[src/verilog/port_cfg_pkg.sv]
// shared constants and carriers for the port pad configuration block
// assumes a plain strobe register port with byte-wide data
package port_cfg_pkg;
   localparam logic [11:0] OFS_PORT_M_DATA   = 12'h250;
   localparam logic [11:0] OFS_PULL_ENABLE   = 12'h240;
   localparam logic [11:0] OFS_PULL_POLARITY = 12'h241;
   localparam logic [11:0] OFS_OPEN_DRAIN    = 12'h242;
   localparam logic [11:0] OFS_ROUTE         = 12'h243;
   localparam logic [11:0] OFS_IRQ_STATUS    = 12'h244;
   localparam logic [11:0] OFS_IRQ_MASK      = 12'h245;
   localparam logic [11:0] OFS_PORT_M_DIR    = 12'h246;
   localparam logic [7:0]  RST_PULL_ENABLE   = 8'hff;
   localparam logic [7:0]  RST_PULL_POLARITY = 8'h00;
   localparam logic [7:0]  RST_OPEN_DRAIN    = 8'h00;
   localparam logic [7:0]  RST_ROUTE         = 8'h00;
   localparam logic [7:0]  RST_IRQ_MASK      = 8'h00;
   localparam logic [3:0]  RST_PORT_M_DIR    = 4'h0;
   // cycles after reset until the synchronised level and its previous copy are real
   localparam logic [2:0]  EDGE_SETTLE_CYCLES = 3'h5;
   localparam int          ROUTE_IIC_LSB     = 0;
   localparam int          ROUTE_SPI_LSB     = 4;
   localparam logic [1:0]  IIC_ALT_B         = 2'h2;
   localparam logic [1:0]  IIC_ALT_C         = 2'h3;
   localparam logic [1:0]  SPI_DEFAULT       = 2'h0;
   localparam logic [1:0]  SPI_ALT_B         = 2'h1;
   localparam logic [1:0]  SPI_ALT_C         = 2'h2;
   localparam logic [1:0]  SPI_RESERVED      = 2'h3;

   typedef struct packed {
      logic [11:0] addr;
      logic [7:0]  wdata;
      logic        wr;
      logic        rd;
   } bus_req_type;

   typedef struct packed {
      logic [1:0] iic;
      logic [1:0] spi;
   } route_sel_type;
endpackage : port_cfg_pkg

[src/verilog/port_pad_config_and_routing.sv]
// pad configuration for port s and data/mux logic for port m
// assumes pins are sampled asynchronously and a byte-wide strobe bus master
//
// Added by the designer: strobed register access.
`timescale 1ns/10ps
`default_nettype none

// Summary of operation
// - pull only active while pin is input
// - all pulls enabled after reset
// - polarity one: rising edge, pull down
// - polarity zero: falling edge, pull up
// - open-drain drives low only, else push-pull
// - open-drain ignored on input pins
// - bits 1:0 place two-wire serial pins
// - bits 5:4 place four-wire serial pins
// - configuration registers writable any time
// - general output drives data bit
// - read stored bit if output, else pin
// - timer compare overrides pulse and gpio
// - pulse channel overrides gpio
// - upper bits read zero, data unaffected
// - pin read-back lags up to five cycles
module port_pad_config_and_routing (
   input  wire logic        CORE_CLK,
   input  wire logic        NRST,
   input  wire logic [11:0] BUS_ADDR,
   input  wire logic [7:0]  BUS_WDATA,
   input  wire logic        BUS_WR,
   input  wire logic        BUS_RD,
   output var  logic [7:0]  BUS_RDATA,
   output var  logic        IRQ,
   input  wire logic [7:0]  PORT_S_DIRECTION,
   input  wire logic [7:0]  PORT_S_OUT_VALUE,
   input  wire logic [7:0]  PORT_S_PIN_IN,
   output var  logic [7:0]  PORT_S_PIN_OUT,
   output var  logic [7:0]  PORT_S_PIN_OE,
   output var  logic [7:0]  PORT_S_PULL_UP_EN,
   output var  logic [7:0]  PORT_S_PULL_DOWN_EN,
   output var  logic [7:0]  EDGE_FLAG_SET,
   output var  logic [1:0]  IIC_ROUTE,
   output var  logic [2:0]  SPI_ROUTE,
   input  wire logic [3:0]  PORT_M_PIN_IN,
   output var  logic [3:0]  PORT_M_PIN_OUT,
   output var  logic [3:0]  PORT_M_PIN_OE,
   input  wire logic [1:0]  TIMER_COMPARE_EN,
   input  wire logic [1:0]  TIMER_COMPARE_OUT,
   input  wire logic [1:0]  PULSE_EN,
   input  wire logic [1:0]  PULSE_OUT
);

   // --------------------------------------------------
   // reset release
   // --------------------------------------------------
   logic [1:0] rst_sync;
   logic       rst_n;

   always_ff @(posedge CORE_CLK or negedge NRST) begin
      if (!NRST) begin
         rst_sync <= 2'h0;
      end else begin
         rst_sync <= {rst_sync[0], 1'b1};
      end
   end
   assign rst_n = rst_sync[1];

   // --------------------------------------------------
   // pin synchronisers
   // --------------------------------------------------
   // three stages; a change counts when stages two and three agree
   logic [7:0] s_meta, s_mid, s_late, s_level, s_level_prev;
   logic [3:0] m_meta, m_mid, m_late, m_level;
   logic [7:0] next_s_level;
   logic [3:0] next_m_level;

   always_comb begin
      next_s_level = s_level;
      next_m_level = m_level;
      for (int i = 0; i < 8; i++) begin
         if (s_mid[i] == s_late[i]) begin
            next_s_level[i] = s_late[i];
         end
      end
      for (int i = 0; i < 4; i++) begin
         if (m_mid[i] == m_late[i]) begin
            next_m_level[i] = m_late[i];
         end
      end
   end

   always_ff @(posedge CORE_CLK or negedge rst_n) begin
      if (!rst_n) begin
         s_meta       <= 8'h00;
         s_mid        <= 8'h00;
         s_late       <= 8'h00;
         s_level      <= 8'h00;
         s_level_prev <= 8'h00;
         m_meta       <= 4'h0;
         m_mid        <= 4'h0;
         m_late       <= 4'h0;
         m_level      <= 4'h0;
      end else begin
         s_meta       <= PORT_S_PIN_IN;
         s_mid        <= s_meta;
         s_late       <= s_mid;
         s_level      <= next_s_level;
         s_level_prev <= s_level;
         m_meta       <= PORT_M_PIN_IN;
         m_mid        <= m_meta;
         m_late       <= m_mid;
         m_level      <= next_m_level;
      end
   end

   // --------------------------------------------------
   // edge qualification after reset
   // --------------------------------------------------
   // the synchronisers come out of reset at zero; a pin that idles high
   // would otherwise look like a rising edge once its level arrives.
   // edges are only reported once level and previous level both hold
   // real pin samples, at the cost of a few blind cycles after reset.
   logic [2:0] settle_count;
   logic [2:0] next_settle_count;
   logic       edges_armed;

   always_comb begin
      next_settle_count = settle_count;
      if (settle_count != port_cfg_pkg::EDGE_SETTLE_CYCLES) begin
         next_settle_count = settle_count + 3'h1;
      end
   end

   always_ff @(posedge CORE_CLK or negedge rst_n) begin
      if (!rst_n) begin
         settle_count <= 3'h0;
      end else begin
         settle_count <= next_settle_count;
      end
   end

   assign edges_armed = (settle_count == port_cfg_pkg::EDGE_SETTLE_CYCLES);

   // --------------------------------------------------
   // registers
   // --------------------------------------------------
   logic [7:0] pull_enable_bits, pull_polarity_bits, open_drain_bits;
   logic [7:0] serial_route_select, irq_status, irq_mask;
   logic [3:0] port_m_data_bits, port_m_dir;
   logic [7:0] next_pull_enable, next_pull_polarity, next_open_drain;
   logic [7:0] next_route, next_irq_status, next_irq_mask;
   logic [3:0] next_port_m_data, next_port_m_dir;
   logic [7:0] next_rdata;
   logic [7:0] edge_hit;
   logic [3:0] port_m_read;
   port_cfg_pkg::bus_req_type req;

   assign req = '{addr: BUS_ADDR, wdata: BUS_WDATA, wr: BUS_WR, rd: BUS_RD};

   // edge by polarity: one catches rising, zero catches falling
   assign edge_hit = {8{edges_armed}}
                   & ((pull_polarity_bits & s_level & ~s_level_prev)
                   | (~pull_polarity_bits & ~s_level & s_level_prev));

   // output pins read back the stored bit, inputs the synced pin
   assign port_m_read = (port_m_dir & port_m_data_bits) | (~port_m_dir & m_level);

   always_comb begin
      next_pull_enable   = pull_enable_bits;
      next_pull_polarity = pull_polarity_bits;
      next_open_drain    = open_drain_bits;
      next_route         = serial_route_select;
      next_irq_mask      = irq_mask;
      next_port_m_data   = port_m_data_bits;
      next_port_m_dir    = port_m_dir;
      next_irq_status    = irq_status;
      next_rdata         = 8'h00;
      if (req.wr) begin
         unique case (req.addr)
            port_cfg_pkg::OFS_PULL_ENABLE:   next_pull_enable   = req.wdata;
            port_cfg_pkg::OFS_PULL_POLARITY: next_pull_polarity = req.wdata;
            port_cfg_pkg::OFS_OPEN_DRAIN:    next_open_drain    = req.wdata;
            port_cfg_pkg::OFS_ROUTE:         next_route         = req.wdata;
            port_cfg_pkg::OFS_IRQ_MASK:      next_irq_mask      = req.wdata;
            port_cfg_pkg::OFS_PORT_M_DATA:   next_port_m_data   = req.wdata[3:0];
            port_cfg_pkg::OFS_PORT_M_DIR:    next_port_m_dir    = req.wdata[3:0];
            default: ;
         endcase
      end
      if (req.rd) begin
         unique case (req.addr)
            port_cfg_pkg::OFS_PULL_ENABLE:   next_rdata = pull_enable_bits;
            port_cfg_pkg::OFS_PULL_POLARITY: next_rdata = pull_polarity_bits;
            port_cfg_pkg::OFS_OPEN_DRAIN:    next_rdata = open_drain_bits;
            port_cfg_pkg::OFS_ROUTE:         next_rdata = serial_route_select;
            port_cfg_pkg::OFS_IRQ_MASK:      next_rdata = irq_mask;
            port_cfg_pkg::OFS_IRQ_STATUS:    next_rdata = irq_status;
            port_cfg_pkg::OFS_PORT_M_DATA:   next_rdata = {4'h0, port_m_read};
            port_cfg_pkg::OFS_PORT_M_DIR:    next_rdata = {4'h0, port_m_dir};
            default:                         next_rdata = 8'h00;
         endcase
         if (req.addr == port_cfg_pkg::OFS_IRQ_STATUS) begin
            next_irq_status = 8'h00;
         end
      end
      // a new edge in the clearing cycle survives
      next_irq_status = next_irq_status | edge_hit;
   end

   // data bits are not reset so they keep their value through reset
   always_ff @(posedge CORE_CLK) begin
      port_m_data_bits <= next_port_m_data;
   end

   always_ff @(posedge CORE_CLK or negedge rst_n) begin
      if (!rst_n) begin
         pull_enable_bits    <= port_cfg_pkg::RST_PULL_ENABLE;
         pull_polarity_bits  <= port_cfg_pkg::RST_PULL_POLARITY;
         open_drain_bits     <= port_cfg_pkg::RST_OPEN_DRAIN;
         serial_route_select <= port_cfg_pkg::RST_ROUTE;
         irq_mask            <= port_cfg_pkg::RST_IRQ_MASK;
         port_m_dir          <= port_cfg_pkg::RST_PORT_M_DIR;
         irq_status          <= 8'h00;
         BUS_RDATA           <= 8'h00;
      end else begin
         pull_enable_bits    <= next_pull_enable;
         pull_polarity_bits  <= next_pull_polarity;
         open_drain_bits     <= next_open_drain;
         serial_route_select <= next_route;
         irq_mask            <= next_irq_mask;
         port_m_dir          <= next_port_m_dir;
         irq_status          <= next_irq_status;
         BUS_RDATA           <= next_rdata;
      end
   end

   // --------------------------------------------------
   // pad and mux outputs
   // --------------------------------------------------
   port_cfg_pkg::route_sel_type route;
   logic [7:0] next_s_out, next_s_oe, next_pu, next_pd, next_flag_set;
   logic [3:0] next_m_out, next_m_oe;
   logic [1:0] next_iic_route;
   logic [2:0] next_spi_route;
   logic [1:0] spi_code;
   logic       m_drive;
   logic       m_value;

   assign route.iic = serial_route_select[port_cfg_pkg::ROUTE_IIC_LSB +: 2];
   assign route.spi = serial_route_select[port_cfg_pkg::ROUTE_SPI_LSB +: 2];

   always_comb begin
      spi_code = route.spi;
      // one-hot port select; reserved code places the four-wire pins nowhere
      next_spi_route = 3'h0;
      unique case (spi_code)
         port_cfg_pkg::SPI_DEFAULT:  next_spi_route = 3'h1;
         port_cfg_pkg::SPI_ALT_B:    next_spi_route = 3'h2;
         port_cfg_pkg::SPI_ALT_C:    next_spi_route = 3'h4;
         port_cfg_pkg::SPI_RESERVED: next_spi_route = 3'h0;
      endcase
      // codes 00 and 01 both keep the default pair
      next_iic_route = route.iic;
      if (route.iic != port_cfg_pkg::IIC_ALT_B && route.iic != port_cfg_pkg::IIC_ALT_C) begin
         next_iic_route = 2'h0;
      end
      for (int i = 0; i < 8; i++) begin
         // open-drain only acts on outputs; a one releases the pin
         next_s_out[i] = open_drain_bits[i] ? 1'b0 : PORT_S_OUT_VALUE[i];
         next_s_oe[i]  = PORT_S_DIRECTION[i] &
                         (~open_drain_bits[i] | ~PORT_S_OUT_VALUE[i]);
         next_pu[i]    = ~PORT_S_DIRECTION[i] & pull_enable_bits[i]
                         & ~pull_polarity_bits[i];
         next_pd[i]    = ~PORT_S_DIRECTION[i] & pull_enable_bits[i]
                         & pull_polarity_bits[i];
      end
      next_flag_set = edge_hit;
      next_m_out = port_m_data_bits;
      next_m_oe  = port_m_dir;
      for (int i = 0; i < 2; i++) begin
         m_drive = 1'b0;
         m_value = 1'b0;
         if (TIMER_COMPARE_EN[i]) begin
            m_drive = 1'b1;
            m_value = TIMER_COMPARE_OUT[i];
         end else if (PULSE_EN[i]) begin
            m_drive = 1'b1;
            m_value = PULSE_OUT[i];
         end
         if (m_drive) begin
            next_m_out[i + 2] = m_value;
            next_m_oe[i + 2]  = 1'b1;
         end
      end
   end

   always_ff @(posedge CORE_CLK or negedge rst_n) begin
      if (!rst_n) begin
         PORT_S_PIN_OUT      <= 8'h00;
         PORT_S_PIN_OE       <= 8'h00;
         PORT_S_PULL_UP_EN   <= 8'h00;
         PORT_S_PULL_DOWN_EN <= 8'h00;
         EDGE_FLAG_SET       <= 8'h00;
         IIC_ROUTE           <= 2'h0;
         SPI_ROUTE           <= 3'h0;
         PORT_M_PIN_OUT      <= 4'h0;
         PORT_M_PIN_OE       <= 4'h0;
         IRQ                 <= 1'b0;
      end else begin
         PORT_S_PIN_OUT      <= next_s_out;
         PORT_S_PIN_OE       <= next_s_oe;
         PORT_S_PULL_UP_EN   <= next_pu;
         PORT_S_PULL_DOWN_EN <= next_pd;
         EDGE_FLAG_SET       <= next_flag_set;
         IIC_ROUTE           <= next_iic_route;
         SPI_ROUTE           <= next_spi_route;
         PORT_M_PIN_OUT      <= next_m_out;
         PORT_M_PIN_OE       <= next_m_oe;
         IRQ                 <= |(next_irq_status & irq_mask);
      end
   end

endmodule : port_pad_config_and_routing

`default_nettype wire
[config.mk]
export PLATFORM = sky130hd
export DESIGN_NAME = port_pad_config_and_routing
export DESIGN_NICKNAME = d
export VERILOG_FILES = /design/src/verilog/port_cfg_pkg.sv /design/src/verilog/port_pad_config_and_routing.sv
export SDC_FILE = /design/constraint.sdc
export NUM_CORES = 1
export LEC_CHECK = 0
export BUFFER_PORTS_ARGS = -buffer_cell sky130_fd_sc_hd__buf_2
export CORE_UTILIZATION = 57
export CTS_BUF_LIST = sky130_fd_sc_hd__clkbuf_8
export DETAILED_ROUTE_END_ITERATION = 7
export GPL_ROUTABILITY_DRIVEN = 0
export PLACE_DENSITY = 0.87
export SLEW_MARGIN = 20
export SYNTH_ARGS = -nofsm -noshare
export SYNTH_HDL_FRONTEND = slang
export SYNTH_SLANG_ARGS = --single-unit
export TNS_END_PERCENT = 10
[constraint.sdc]
create_clock -name CORE_CLK -period 5.74 [get_ports CORE_CLK]
set_input_delay 0.287 -clock CORE_CLK [delete_from_list [all_inputs] [get_ports CORE_CLK]]
set_output_delay 0.287 -clock CORE_CLK [all_outputs]
set_load 0.05 [all_outputs]
* Word-level counts from Yosys, hierarchy flattened
Index checks and enable logic that the tools add are counted.
** Cells by class
- Add/sub/neg operators :: 1
- Eq/ne operators :: 27
- Multiplexer cells :: 26
- Bitwise gates (word level) :: 87
- Reductions and logical operators :: 10
** Operators by type and width (number)
- == test 12 x 10 -> 1 bit, second input constant :: 8
- case mux 8 bit (8 select lines) :: 1
- bitwise AND 8 bit :: 6
- bitwise AND 1 bit :: 32
- NOT 1 bit :: 32
- two-way mux 8 bit :: 3
- NOT 8 bit :: 3
- two-way mux 1 bit :: 20
- OR 8 bit :: 2
- AND reduction 2 bit :: 7
- == test 1 bit :: 12
- case mux 3 bit (4 select lines) :: 1
- bitwise AND 4 bit :: 2
- OR 1 bit :: 8
- OR reduction 8 bit :: 1
- == test 2 bit, second input constant :: 2
- != test 2 bit, second input constant :: 2
- NOT 4 bit :: 1
- OR 4 bit :: 1
- adder 3 x 1 -> 3 bit, second input constant :: 1
- == test 3 bit, second input constant :: 1
- != test 3 bit, second input constant :: 1
- == test 2 x 1 -> 1 bit, second input constant :: 1
- zero test 2 bit :: 1
- other kinds (2) :: 2
** Storage, ports and cells
- Flip-flop bits (word level) :: 179
- Input bits :: 60
- Output and inout bits :: 62

* Logic depth before layout (Yosys ltp)
Gate-level depths: netlist (run 1).
- Depth after elaboration :: 8
- Depth in mapped cells :: 7

* Worst setup path before layout (run 1)
OpenSTA, ideal clock, no wires.
- Path kind :: input-to-reg
- Start :: in BUS_ADDR[2]
- End :: reg open_drain_bits[0]
- Library setup time :: 0.125 ns
- Data arrival time :: 1.724 ns
- Required time :: 5.615 ns
- Path slack :: 3.891 ns
- Stages :: 7
- Buffers on the path :: 2
- Path through :: buf_2 nor4b_4 and4_1 buf_4 nand2_1 nor2_4 mux2_2
** Between the ends
- Longest elaborated chain between the ends :: 2
** RTL lines
- from (decl) :: RTL line port_pad_config_and_routing.sv:27 : input wire logic [11:0] BUS_ADDR,
- == test 12 x 10 -> 1 bit :: RTL line port_pad_config_and_routing.sv:178 : unique case (req.addr)
- AND reduction 2 bit (no source line)
- to (signal assigned) :: RTL line port_pad_config_and_routing.sv:218 : open_drain_bits <= port_cfg_pkg::RST_OPEN_DRAIN;
- to (signal assigned) :: RTL line port_pad_config_and_routing.sv:227 : open_drain_bits <= next_open_drain;
- to (decl) :: RTL line port_pad_config_and_routing.sv:146 : logic [7:0] pull_enable_bits, pull_polarity_bits, open_drain_bits;
Every way passes these cells.
A chain may end at the register's enable or synchronous reset.

* Worst setup path after layout (run 1)
- Start :: in BUS_ADDR[0]
- End :: reg pull_polarity_bits[3]
** Between the ends
- Longest elaborated chain between the ends :: 2
** RTL lines
- == test 12 x 10 -> 1 bit :: RTL line port_pad_config_and_routing.sv:178
- AND reduction 2 bit (no source line)
- to (signal assigned) :: RTL line port_pad_config_and_routing.sv:217 : pull_polarity_bits <= port_cfg_pkg::RST_PULL_POLARITY;
- to (signal assigned) :: RTL line port_pad_config_and_routing.sv:226 : pull_polarity_bits <= next_pull_polarity;
- to (decl) :: RTL line port_pad_config_and_routing.sv:146
Every way passes these cells.

==> flow_summary.toml, run 1 <==
[outcome]
status = "finished, final reports clean"

[power]
p_int_mw = 1.754
p_leak_nw = 3.804
sw_frac_of_total_pct = 23.44
comb_power_share_pct = 7.6
p_seq_share_pct = 58.2
ir_worst_vdd_v = 0.0002638
powerDensity_nw_per_um2 = 287.6
clkPwrFrac_pct = 34.2
netSwitchingPower_uw = 536.9

[cts]
cts_setup_buffers = 0
cts_tree = "done"
root_buffer = "clkbuf_8"
htreeDepth = 4
clock_path_buffers = 2
numCtsBuffers = 17
clk_pin_slew_worst_paths_ps = 80
clock_latency_ps = 440
cts.sinks = 179

[logic_synthesis]
synthAdderAreaFrac_pct = 2.174
synthCells = 457
synth.area.top_cells = "dfrtp_1 (63%), mux2_2 (8.8%), dfstp_2 (3.1%)"
yosysTopAreaCellShare_pct = 62.59
ys.flop_type = "dfrtp_1"
yosys_register_bits = 179
synth_top_area_cell = "dfrtp_1"
avgSynthCellArea_um2 = 14.61
synthArstFlopShare_pct = 97.77
yosys_warnings = 0
syn_area_um2 = 6676
synth_compound_area_share_pct = 7.459
synth-edff-count = 4
synthSimpleGateAreaFrac_pct = 11.51
synth_top_family_by_area = "simple AND/OR/NAND/NOR gates"
ys_seq_area_share_pct = 67.54
synth.net_count = 519
synth.area.mux_share_pct = 10.01
synth_cell_types = 54
synthXorXnorAreaFrac_pct = 0.1312

[global_routing]
grt.overflow.total = 0
grt_pass1_wl_um = 21910
first_global_vias = 4407
grt_start_max_net_pins = 69
grt_usage_pct = 25.22
antenna_found_initial = 0

[sta]
finalSetupViolations = 0
fin_setup_tns_ps = 0
max_freq_mhz = 540.7
rsz0062_at_grt = "false"
hold_viol_final = 0
clock_skew_ps = 9.823
post-route-period-util_pct = 32.22
report.final.slew_viol_count = 0
relSlewSlack_pct = 45.52
fin_crit_ps = 1849
tightest_slew_ps = 817.2

[layout]
syn_to_final_growth_pct = 19.32
layout-drive-gt1-share_pct = 36.08
nets = 669
utilization_pct = 69.77
diodes = 0

[placement]
portBuffers = 121
hpwl_um = 10060

[job]
maxCapViolations = 0

[setup_path]
crit_type = "in2reg"
cp_max_fo = 25
cp-end-kind = "flip-flop"
r2r_start = "settle_count[0]$_DFFE_PN0N_"
setup.worst_path.start = "BUS_ADDR[0]"
cp-start-kind = "input port"
cp.arrival_ps = 2180
cp.required_ps = 6070

[worst_hold_path]
hold_path_class = "in2reg"
hp-start = "PORT_S_OUT_VALUE[5]"

[routing]
drt-total-wl_um = 14200
ant_nets = 0
viasPerCell = 5.775
drt-initial-drc-count = 347
vias = 4395
drcViolationCount = 0
drt-pass1-iter-count = 5
wire_per_inst_um = 18.66

[floorplanning]
die_height_um = 110.2
die_x_um = 110.2
initial_core_util_pct = 58.47
fp.dieArea_um2 = 12150
fp-row-count = 39
ioPinCount = 122
core-area_um2 = 11420
-- cell usage in the layout (no fill, tap or decap), types with 4 or more instances in the layout --
master / instances
nand2b_1: 4
clkbuf_8: 22
a22oi_1: 9
a21boi_0: 8
edfxtp_1: 4
nand2_1: 19
dlygate4sd3_1: 19
nor2_1: 22
mux2_2: 52
dfstp_2: 8
nor2b_1: 16
o22ai_1: 4
a22o_1: 6
nor3b_1: 14
a21oi_1: 11
o21ai_0: 11
dfrtp_1: 166
clkinv_2: 4
nand3_1: 5
inv_1: 5
and3b_1: 12
mux2i_1: 6
a21o_1: 8
buf_2: 121
maj3_1: 12
and3_1: 5
-- per-layer routing --
metal / vias to the layer above / share of wire [%] / global-route usage, % / wire length (µm)
met1: 2194 / 41 / 31.77 / 5755
met3: 41 / 7.5 / 7.231 / 1062
met4: 0 / 3.0 / 11.28 / 425
met2: 217 / 49 / 40.80 / 6956
met5: - / 0 / 0 / 0
li1: 1943 / - / - / -
-- worst max-delay path, stage by stage --
cell     delay (ps)
buf_2           420
nor2b_1         230
and2_0          370
nand2_1         210
nor2_4          280
mux2_2          380
-- logic make-up (layout without fill, tap and decap cells) --
| logic type | Yosys count | after routing |
|---|---|---|
| flip-flops | 179 | 179 |
| AND/OR/NAND/NOR | 119 | 119 |
| other | 1 | 1 |
| adder cells (fa/ha/maj) | 14 | 14 |
| buffers and inverters | 13 | 174 |
| multiplexers | 59 | 59 |
| AO/OA/AOI/OAI | 71 | 71 |
| XOR/XNOR | 1 | 1 |
-- layout make-up --
type                            count  area, µm²
Clock buffer                       22      302.8
Inverter                            2      7.507
Fill cell                         787       3452
Clock inverter                      8      61.31
Multi-Input combinational cell    265       2092
Timing Repair Buffer              142      810.8
Sequential cell                   179       4513
Tap cell                          143      178.9
-- power by group through the flow --
stage	Combinational (mW)	Sequential (mW)	Clock (mW)
2_1_floorplan	0.0428	1.41	0
3_3_place_gp	0.160	1.36	0
3_5_place_dp	0.164	1.36	0
4_1_cts	0.175	1.34	0.804
5_1_grt	0.189	1.34	0.854
6_report	0.174	1.33	0.783
-- repair_timing --
action,CTS,global route
gates resized for setup,0,0
hold buffers,19,0
endpoints found under the hold margin,20,0
-- worst paths after layout --
| path | end | slack [ps] | depth (start not counted) |
|---|---|---|---|
| max | pull_polarity_bits[3]$_DFFE_PN0P_ | 3890 | 6 |
| min in group asynchronous | rst_sync[1]$_DFF_PN0_ | 150 | 2 |
| max reg2reg | IRQ$_DFF_PN0_ | 4070 | 4 |
| min | PORT_S_PIN_OE[5]$_DFF_PN0_ | 30 | 2 |
| max in group asynchronous | PORT_S_PIN_OE[2]$_DFF_PN0_ | 4180 | 1 |
| min reg2reg | PORT_S_PIN_OE[4]$_DFF_PN0_ | 330 | 0 |
-- through the flow --
| step | hold slack (ps) | cells | total power [mW] | area, µm² | worst slack [ps] |
|---|---|---|---|---|---|
| 3_5_place_dp | 73.76 | 712 | 1.524 | 7412 | 3473 |
| 2_1_floorplan | -8.591 | 457 | 1.458 | 6676 | 516.6 |
| 5_1_grt | 0.3264 | 761 | 2.384 | 7966 | 3816 |
| 6_report | 28.27 | 761 | 2.291 | 7966 | 3891 |
| 3_3_place_gp | 73.02 | 712 | 1.516 | 7412 | 3581 |
| 4_1_cts | 2.469 | 761 | 2.314 | 7966 | 3955 |
-- cells in the mapped netlist, drive strengths merged, types with 2 or more instances --
cell      n
dfrtp   167
mux2     52
nor2     25
nand2    19
nor2b    16
nor3b    14
and3b    12
maj3     12
a21oi    11
o21ai    11
a22oi     9
a21boi    8
a21o      8
dfstp     8
a22o      7
nand3     7
buf       6
mux2i     6
and3      5
clkbuf    5
and2      4
edfxtp    4
nand2b    4
o22ai     4
a31oi     3
nor4b     3
a222oi    2
a32oi     2
and4      2
ha        2
inv       2
nand3b    2
or3       2
Note: power is estimated with default switching activity, not from simulation.
==> run 2, diff against run 1 <==
--- a/config.mk
+++ b/config.mk
@@ -5,6 +5,7 @@
 export SDC_FILE = /design/constraint.sdc
 export NUM_CORES = 1
 export LEC_CHECK = 0
+export ABC_AREA = 1
 export BUFFER_PORTS_ARGS = -buffer_cell sky130_fd_sc_hd__buf_2
 export CORE_UTILIZATION = 57
 export CTS_BUF_LIST = sky130_fd_sc_hd__clkbuf_8
==> constraint.sdc (replaced) <==
create_clock -name CORE_CLK -period 1.9 [get_ports CORE_CLK]
set_input_delay 0.095 -clock CORE_CLK [delete_from_list [all_inputs] [get_ports CORE_CLK]]
set_output_delay 0.095 -clock CORE_CLK [all_outputs]
set_load 0.05 [all_outputs]
==> flow_summary.toml, run 2 <==
[sta]
clock_skew_ps = 10.81
finalSetupViolations = 0
hold_viol_final = 0
max_freq_mhz = 568.7
post-route-period-util_pct = 92.55
rsz0062_at_grt = "false"
holdWs_ps = 2.939
fin_crit_ps = 1758
fin_setup_tns_ps = 0
report.final.slew_viol_count = 0

[layout]
instances_no_fill = 970
layout-drive-gt1-share_pct = 26.96
diodes = 0
final_common_cell = "dfrtp_1"
nets = 876
multi_input_area_um2 = 1947
final_cell_mix = "dfrtp_1 (166), nand2_1 (152), buf_2 (121)"
seq_area_um2 = 4513
fillCellCount = 726
syn_to_final_growth_pct = 25.10
utilization_pct = 73.86

[setup_path]
cp-start-kind = "input port"
cp.arrival_ps = 2150
crit_type = "in2reg"
rrSetupSlack_ps = 290
cp_max_fo = 3
r2r_cells = 10
r2r_start = "settle_count[1]$_DFFE_PN0N_"
cp-end-kind = "flip-flop"
cp.required_ps = 2290
r2r-end = "IRQ$_DFF_PN0_"

[cts]
cts_tree = "done"
clock_latency_ps = 470
root_buffer = "clkbuf_8"
postCtsResizedCells = 0
cts.sinks = 179
clk_pin_slew_worst_paths_ps = 90
numCtsBuffers = 17
clock_path_buffers = 2
cts_setup_buffers = 0
htreeDepth = 4

[routing]
drt-total-wl_um = 15260
ant_nets = 0
viasPerCell = 5.269
drt-initial-drc-count = 394
wire_per_inst_um = 15.73
drcViolationCount = 26
vias = 5111
drt-pass1-iter-count = 8

[outcome]
status = "complete, but fails checks"
violations = "design-rule violations"

[floorplanning]
die_height_um = 111.2
fp.dieArea_um2 = 12370
initial_core_util_pct = 59.04
ioPinCount = 122
die_x_um = 111.2
fp-row-count = 39
core-area_um2 = 11520

[logic_synthesis]
ys.flop_type = "dfrtp_1"
syn_area_um2 = 6799
synth.net_count = 692
yosysTopAreaCellShare_pct = 61.46
synthCells = 630
synthArstFlopShare_pct = 97.77
synth.most_common_cell = "dfrtp_1"
yosys_register_bits = 179
synthTopCellsByCount = "dfrtp_1 (167), nand2_1 (152), inv_1 (68)"
synth-edff-count = 4
avgSynthCellArea_um2 = 10.79
synth_top_area_cell = "dfrtp_1"
synth.area.top_cells = "dfrtp_1 (61%), nand2_1 (8.4%), inv_1 (3.8%)"
yosys_warnings = 0
ys_seq_area_share_pct = 66.32
synth_cell_types = 33

[placement]
portBuffers = 121
hpwl_um = 10160
dpl.cell_count = 891

[power]
ir_worst_vdd_v = 0.0005541
p_leak_nw = 4.258
powerDensity_nw_per_um2 = 890.5

[worst_hold_path]
hp-start = "BUS_WDATA[4]"
hold_path_class = "in2reg"
min_to = "irq_mask[4]$_DFFE_PN0P_"
min_path_cells = 3

[job]
maxCapViolations = 0

[global_routing]
first_global_vias = 5352
grt_usage_pct = 27.38
grt_pass1_wl_um = 25850
grt_start_max_net_pins = 66
grt.overflow.total = 0
antenna_found_initial = 0
==> run 2: how the worst max path moves through the flow <==
stage,to,start
after floorplan,BUS_RDATA[0]$_DFF_PN0_,rst_sync[1]$_DFF_PN0_
after global placement,IRQ$_DFF_PN0_,settle_count[0]$_DFFE_PN0N_
after detailed placement,IRQ$_DFF_PN0_,settle_count[0]$_DFFE_PN0N_
after CTS,PORT_M_PIN_OUT[3]$_DFF_PN0_,PULSE_EN[1]
after global routing,PORT_M_PIN_OUT[2]$_DFF_PN0_,TIMER_COMPARE_EN[0]
final,PORT_M_PIN_OUT[2]$_DFF_PN0_,TIMER_COMPARE_EN[0]
==> run 2: metal layers <==
| metal | vias up | GRT usage, % | wire length [µm] |
|---|---|---|---|
| met3 | 35 | 6.561 | 948 |
| li1 | 2369 | - | - |
| met2 | 209 | 46.71 | 7884 |
| met4 | 0 | 13.06 | 404 |
| met1 | 2498 | 32.79 | 6018 |
| met5 | - | 0 | 0 |
==> run 2: cells by family (layout without fill, tap and decap cells) <==
group / count (synthesis) / after routing / share of synthesized area (%)
xor+xnor: 2 / 2 / 0.2577
other cells: 1 / 1 / 0.05516
simple gates: 269 / 269 / 18.14
fa+ha+maj: 14 / 14 / 2.135
flops: 179 / 179 / 66.32
mux: 1 / 1 / 0.1472
compound gates: 84 / 84 / 7.895
buf+inv: 80 / 277 / 5.042
==> run 2: area by class of cell <==
class	instances	share of cell area, %
Inverter	74	3.325
Multi-Input combinational cell	371	22.89
Timing Repair Buffer	171	13.21
Tap cell	143	2.104
Clock inverter	12	2.177
Sequential cell	179	53.06
Clock buffer	20	3.236
==> run 2: power breakdown <==
part / internal (mW) / leakage, nW / switching (mW)
sequential: 3.95 / 2.19 / 0.0763
combinational: 0.219 / 1.82 / 0.414
clock: 1.65 / 0.241 / 1.26
==> run 2: worst max-delay path, stage by stage <==
cell and delay (ps):
dlygate4sd3_1 530, buf_2 140, nor2_1 90, dlygate4sd3_1 570
nand2_1 60, o211ai_1 80, dlygate4sd3_1 590
==> run 2: metrics by stage <==
| step | setup slack (ps) | cell area [µm²] | power (mW) |
|---|---|---|---|
| global placement | 412.5 | 7575 | 4.632 |
| detailed placement | 318.8 | 7575 | 4.654 |
| CTS | 187.1 | 8506 | 7.599 |
| floorplan | 99.44 | 6803 | 4.438 |
| global route | 91.36 | 8506 | 7.841 |
| finish | 141.6 | 8506 | 7.574 |
==> run 2: timing repair <==
| item | in CTS | in global routing |
|---|---|---|
| endpoints found under the setup margin | 0 | 0 |
| hold buffers | 47 | 0 |
| endpoints found under the hold margin | 61 | 0 |
==> run 3, diff against run 2 <==
--- a/config.mk
+++ b/config.mk
@@ -5,7 +5,7 @@
 export SDC_FILE = /design/constraint.sdc
 export NUM_CORES = 1
 export LEC_CHECK = 0
-export ABC_AREA = 1
+export ABC_AREA = 0
 export BUFFER_PORTS_ARGS = -buffer_cell sky130_fd_sc_hd__buf_2
 export CORE_UTILIZATION = 57
 export CTS_BUF_LIST = sky130_fd_sc_hd__clkbuf_8
==> flow_summary.toml, run 3 (synthesis gave the netlist of run 1 again) <==
[sta]
relSlewSlack_pct = 49.79
tightest_slew_ps = 749.9
fin_setup_tns_ps = 0
max_freq_mhz = 634.2
rsz0062_at_grt = "false"
hold_viol_final = 0
post-route-period-util_pct = 82.98
holdWs_ps = 55.80
finalSetupViolations = 0
clock_skew_ps = 8.371
setup_ws_ps = 323.3
fin_crit_ps = 1577
report.final.slew_viol_count = 0

[layout]
layout-drive-gt1-share_pct = 36.71
syn_to_final_growth_pct = 26.46
diodes = 0
seq_area_um2 = 4513
multi_input_area_um2 = 2092
final_area_um2 = 8443
final_common_cell = "dfrtp_1"
final_cell_mix = "dfrtp_1 (166), buf_2 (121), mux2_2 (52)"
fillCellCount = 693
utilization_pct = 73.94
nets = 711
instances_no_fill = 805

[floorplanning]
core-area_um2 = 11420
fp-row-count = 39
fp.dieArea_um2 = 12150
die_height_um = 110.2
die_x_um = 110.2
ioPinCount = 122
initial_core_util_pct = 58.47

[setup_path]
cpMaxStageDelayCell = "dfrtp_1"
rrSetupSlack_ps = 320
path_cells = "nand2_1 > o22ai_1 > a222oi_1 > a21oi_1 > a221o_1"
cp_max_fo = 6
crit_buf_inv = 0
worst_path_largest_cell_delay_ps = 500
cpLargestDelayFamily = "compound AO/OA/AOI/OAI gates"
cp-end-kind = "flip-flop"
cp.arrival_ps = 1930
cp.required_ps = 2250
setup.worst_path.start = "pull_polarity_bits[2]$_DFFE_PN0P_"
r2r_cells = 5
crit_type = "reg2reg"
r2r_start = "pull_polarity_bits[2]$_DFFE_PN0P_"
r2r-end = "IRQ$_DFF_PN0_"
cp-start-kind = "flip-flop"

[routing]
ant_nets = 0
drt-initial-drc-count = 286
viasPerCell = 5.737
drcViolationCount = 0
vias = 4618
wire_per_inst_um = 19.09
drt-pass1-iter-count = 6
drt-total-wl_um = 15370

[power]
netSwitchingPower_mw = 1.746
p_int_mw = 5.634
clkPwrFrac_pct = 37.3
p_seq_share_pct = 54.5
p_leak_nw = 4.011
ir_worst_vdd_v = 0.0007492
comb_power_share_pct = 8.3
power.total_mw = 7.380
sw_frac_of_total_pct = 23.66
powerDensity_nw_per_um2 = 874.1

[global_routing]
grt_usage_pct = 27.20
antenna_found_initial = 0
grt_start_max_net_pins = 70
grt_pass1_wl_um = 23590
grt.overflow.total = 0
first_global_vias = 4698

[worst_hold_path]
hp-start = "BUS_RD"
hold_path_class = "in2reg"
min_to = "irq_status[0]$_DFF_PN0_"
min_path_cells = 3

[placement]
hpwl_um = 9933
pre_cts_ws_ps = 22.56
dpl-instance-area_um2 = 7550
portBuffers = 121
dpl.cell_count = 727

[cts]
htreeDepth = 4
cts_tree = "done"
clock_path_buffers = 2
cts_hold_buf = 46
cts.sinks = 179
cts_setup_buffers = 0
numCtsBuffers = 17
clock_latency_ps = 460
clk_pin_slew_worst_paths_ps = 90
postCtsResizedCells = 0
root_buffer = "clkbuf_8"

[outcome]
status = "finished, final reports clean"

[job]
maxCapViolations = 0
==> run 3: changes by cell type in the layout (fill, tap and decap cells not counted), moves of 14 or more <==
| cell | delta |
|---|---|
| nor2b_1 | +16 |
| buf_4 | +14 |
| o21ai_1 | -22 |
| mux2_2 | +52 |
| nor2_1 | -26 |
| inv_1 | -68 |
| nand2_1 | -133 |
| o21ai_2 | -19 |
==> run 3: how the worst max path moves through the flow <==
stage / end / cells after the start / slack [ps]
after global routing: IRQ$_DFF_PN0_ / 5 / 270
after CTS: IRQ$_DFF_PN0_ / 5 / 340
after global placement: pull_enable_bits[6]$_DFFE_PN1P_ / 5 / 80
after detailed placement: pull_enable_bits[7]$_DFFE_PN1P_ / 5 / 20
after floorplan: BUS_RDATA[0]$_DFF_PN0_ / 0 / 100
final: IRQ$_DFF_PN0_ / 5 / 320
==> run 3: cell type report <==
class	count	area share [%]
multi-input combinational	265	24.78
sequential	179	53.45
tap	143	2.119
clock inverter	14	2.193
timing repair buffer	184	14.43
clock buffer	18	2.934
inverter	2	0.08892
==> run 3: routing by layer <==
| layer | vias to the layer above | track usage [%] | share of wire [%] |
|---|---|---|---|
| li1 | 2029 | - | - |
| met1 | 2305 | 33.03 | 40 |
| met2 | 236 | 45.85 | 50 |
| met3 | 48 | 6.349 | 7.2 |
| met4 | 0 | 13.53 | 3.2 |
| met5 | - | 0 | 0 |
==> run 3: power by group through the flow <==
stage,Combinational (mW),Sequential (mW),Clock (mW)
floorplan,0.129,4.27,0
global placement,0.516,4.09,0
detailed placement,0.526,4.09,0
finish,0.609,4.02,2.75
CTS,0.605,4.02,2.81
global route,0.655,4.04,2.96
==> run 3: worst min-delay path, cell delays in order <==
cell and delay [ps]:
buf_2 140, nand3_2 130, a21o_1 130
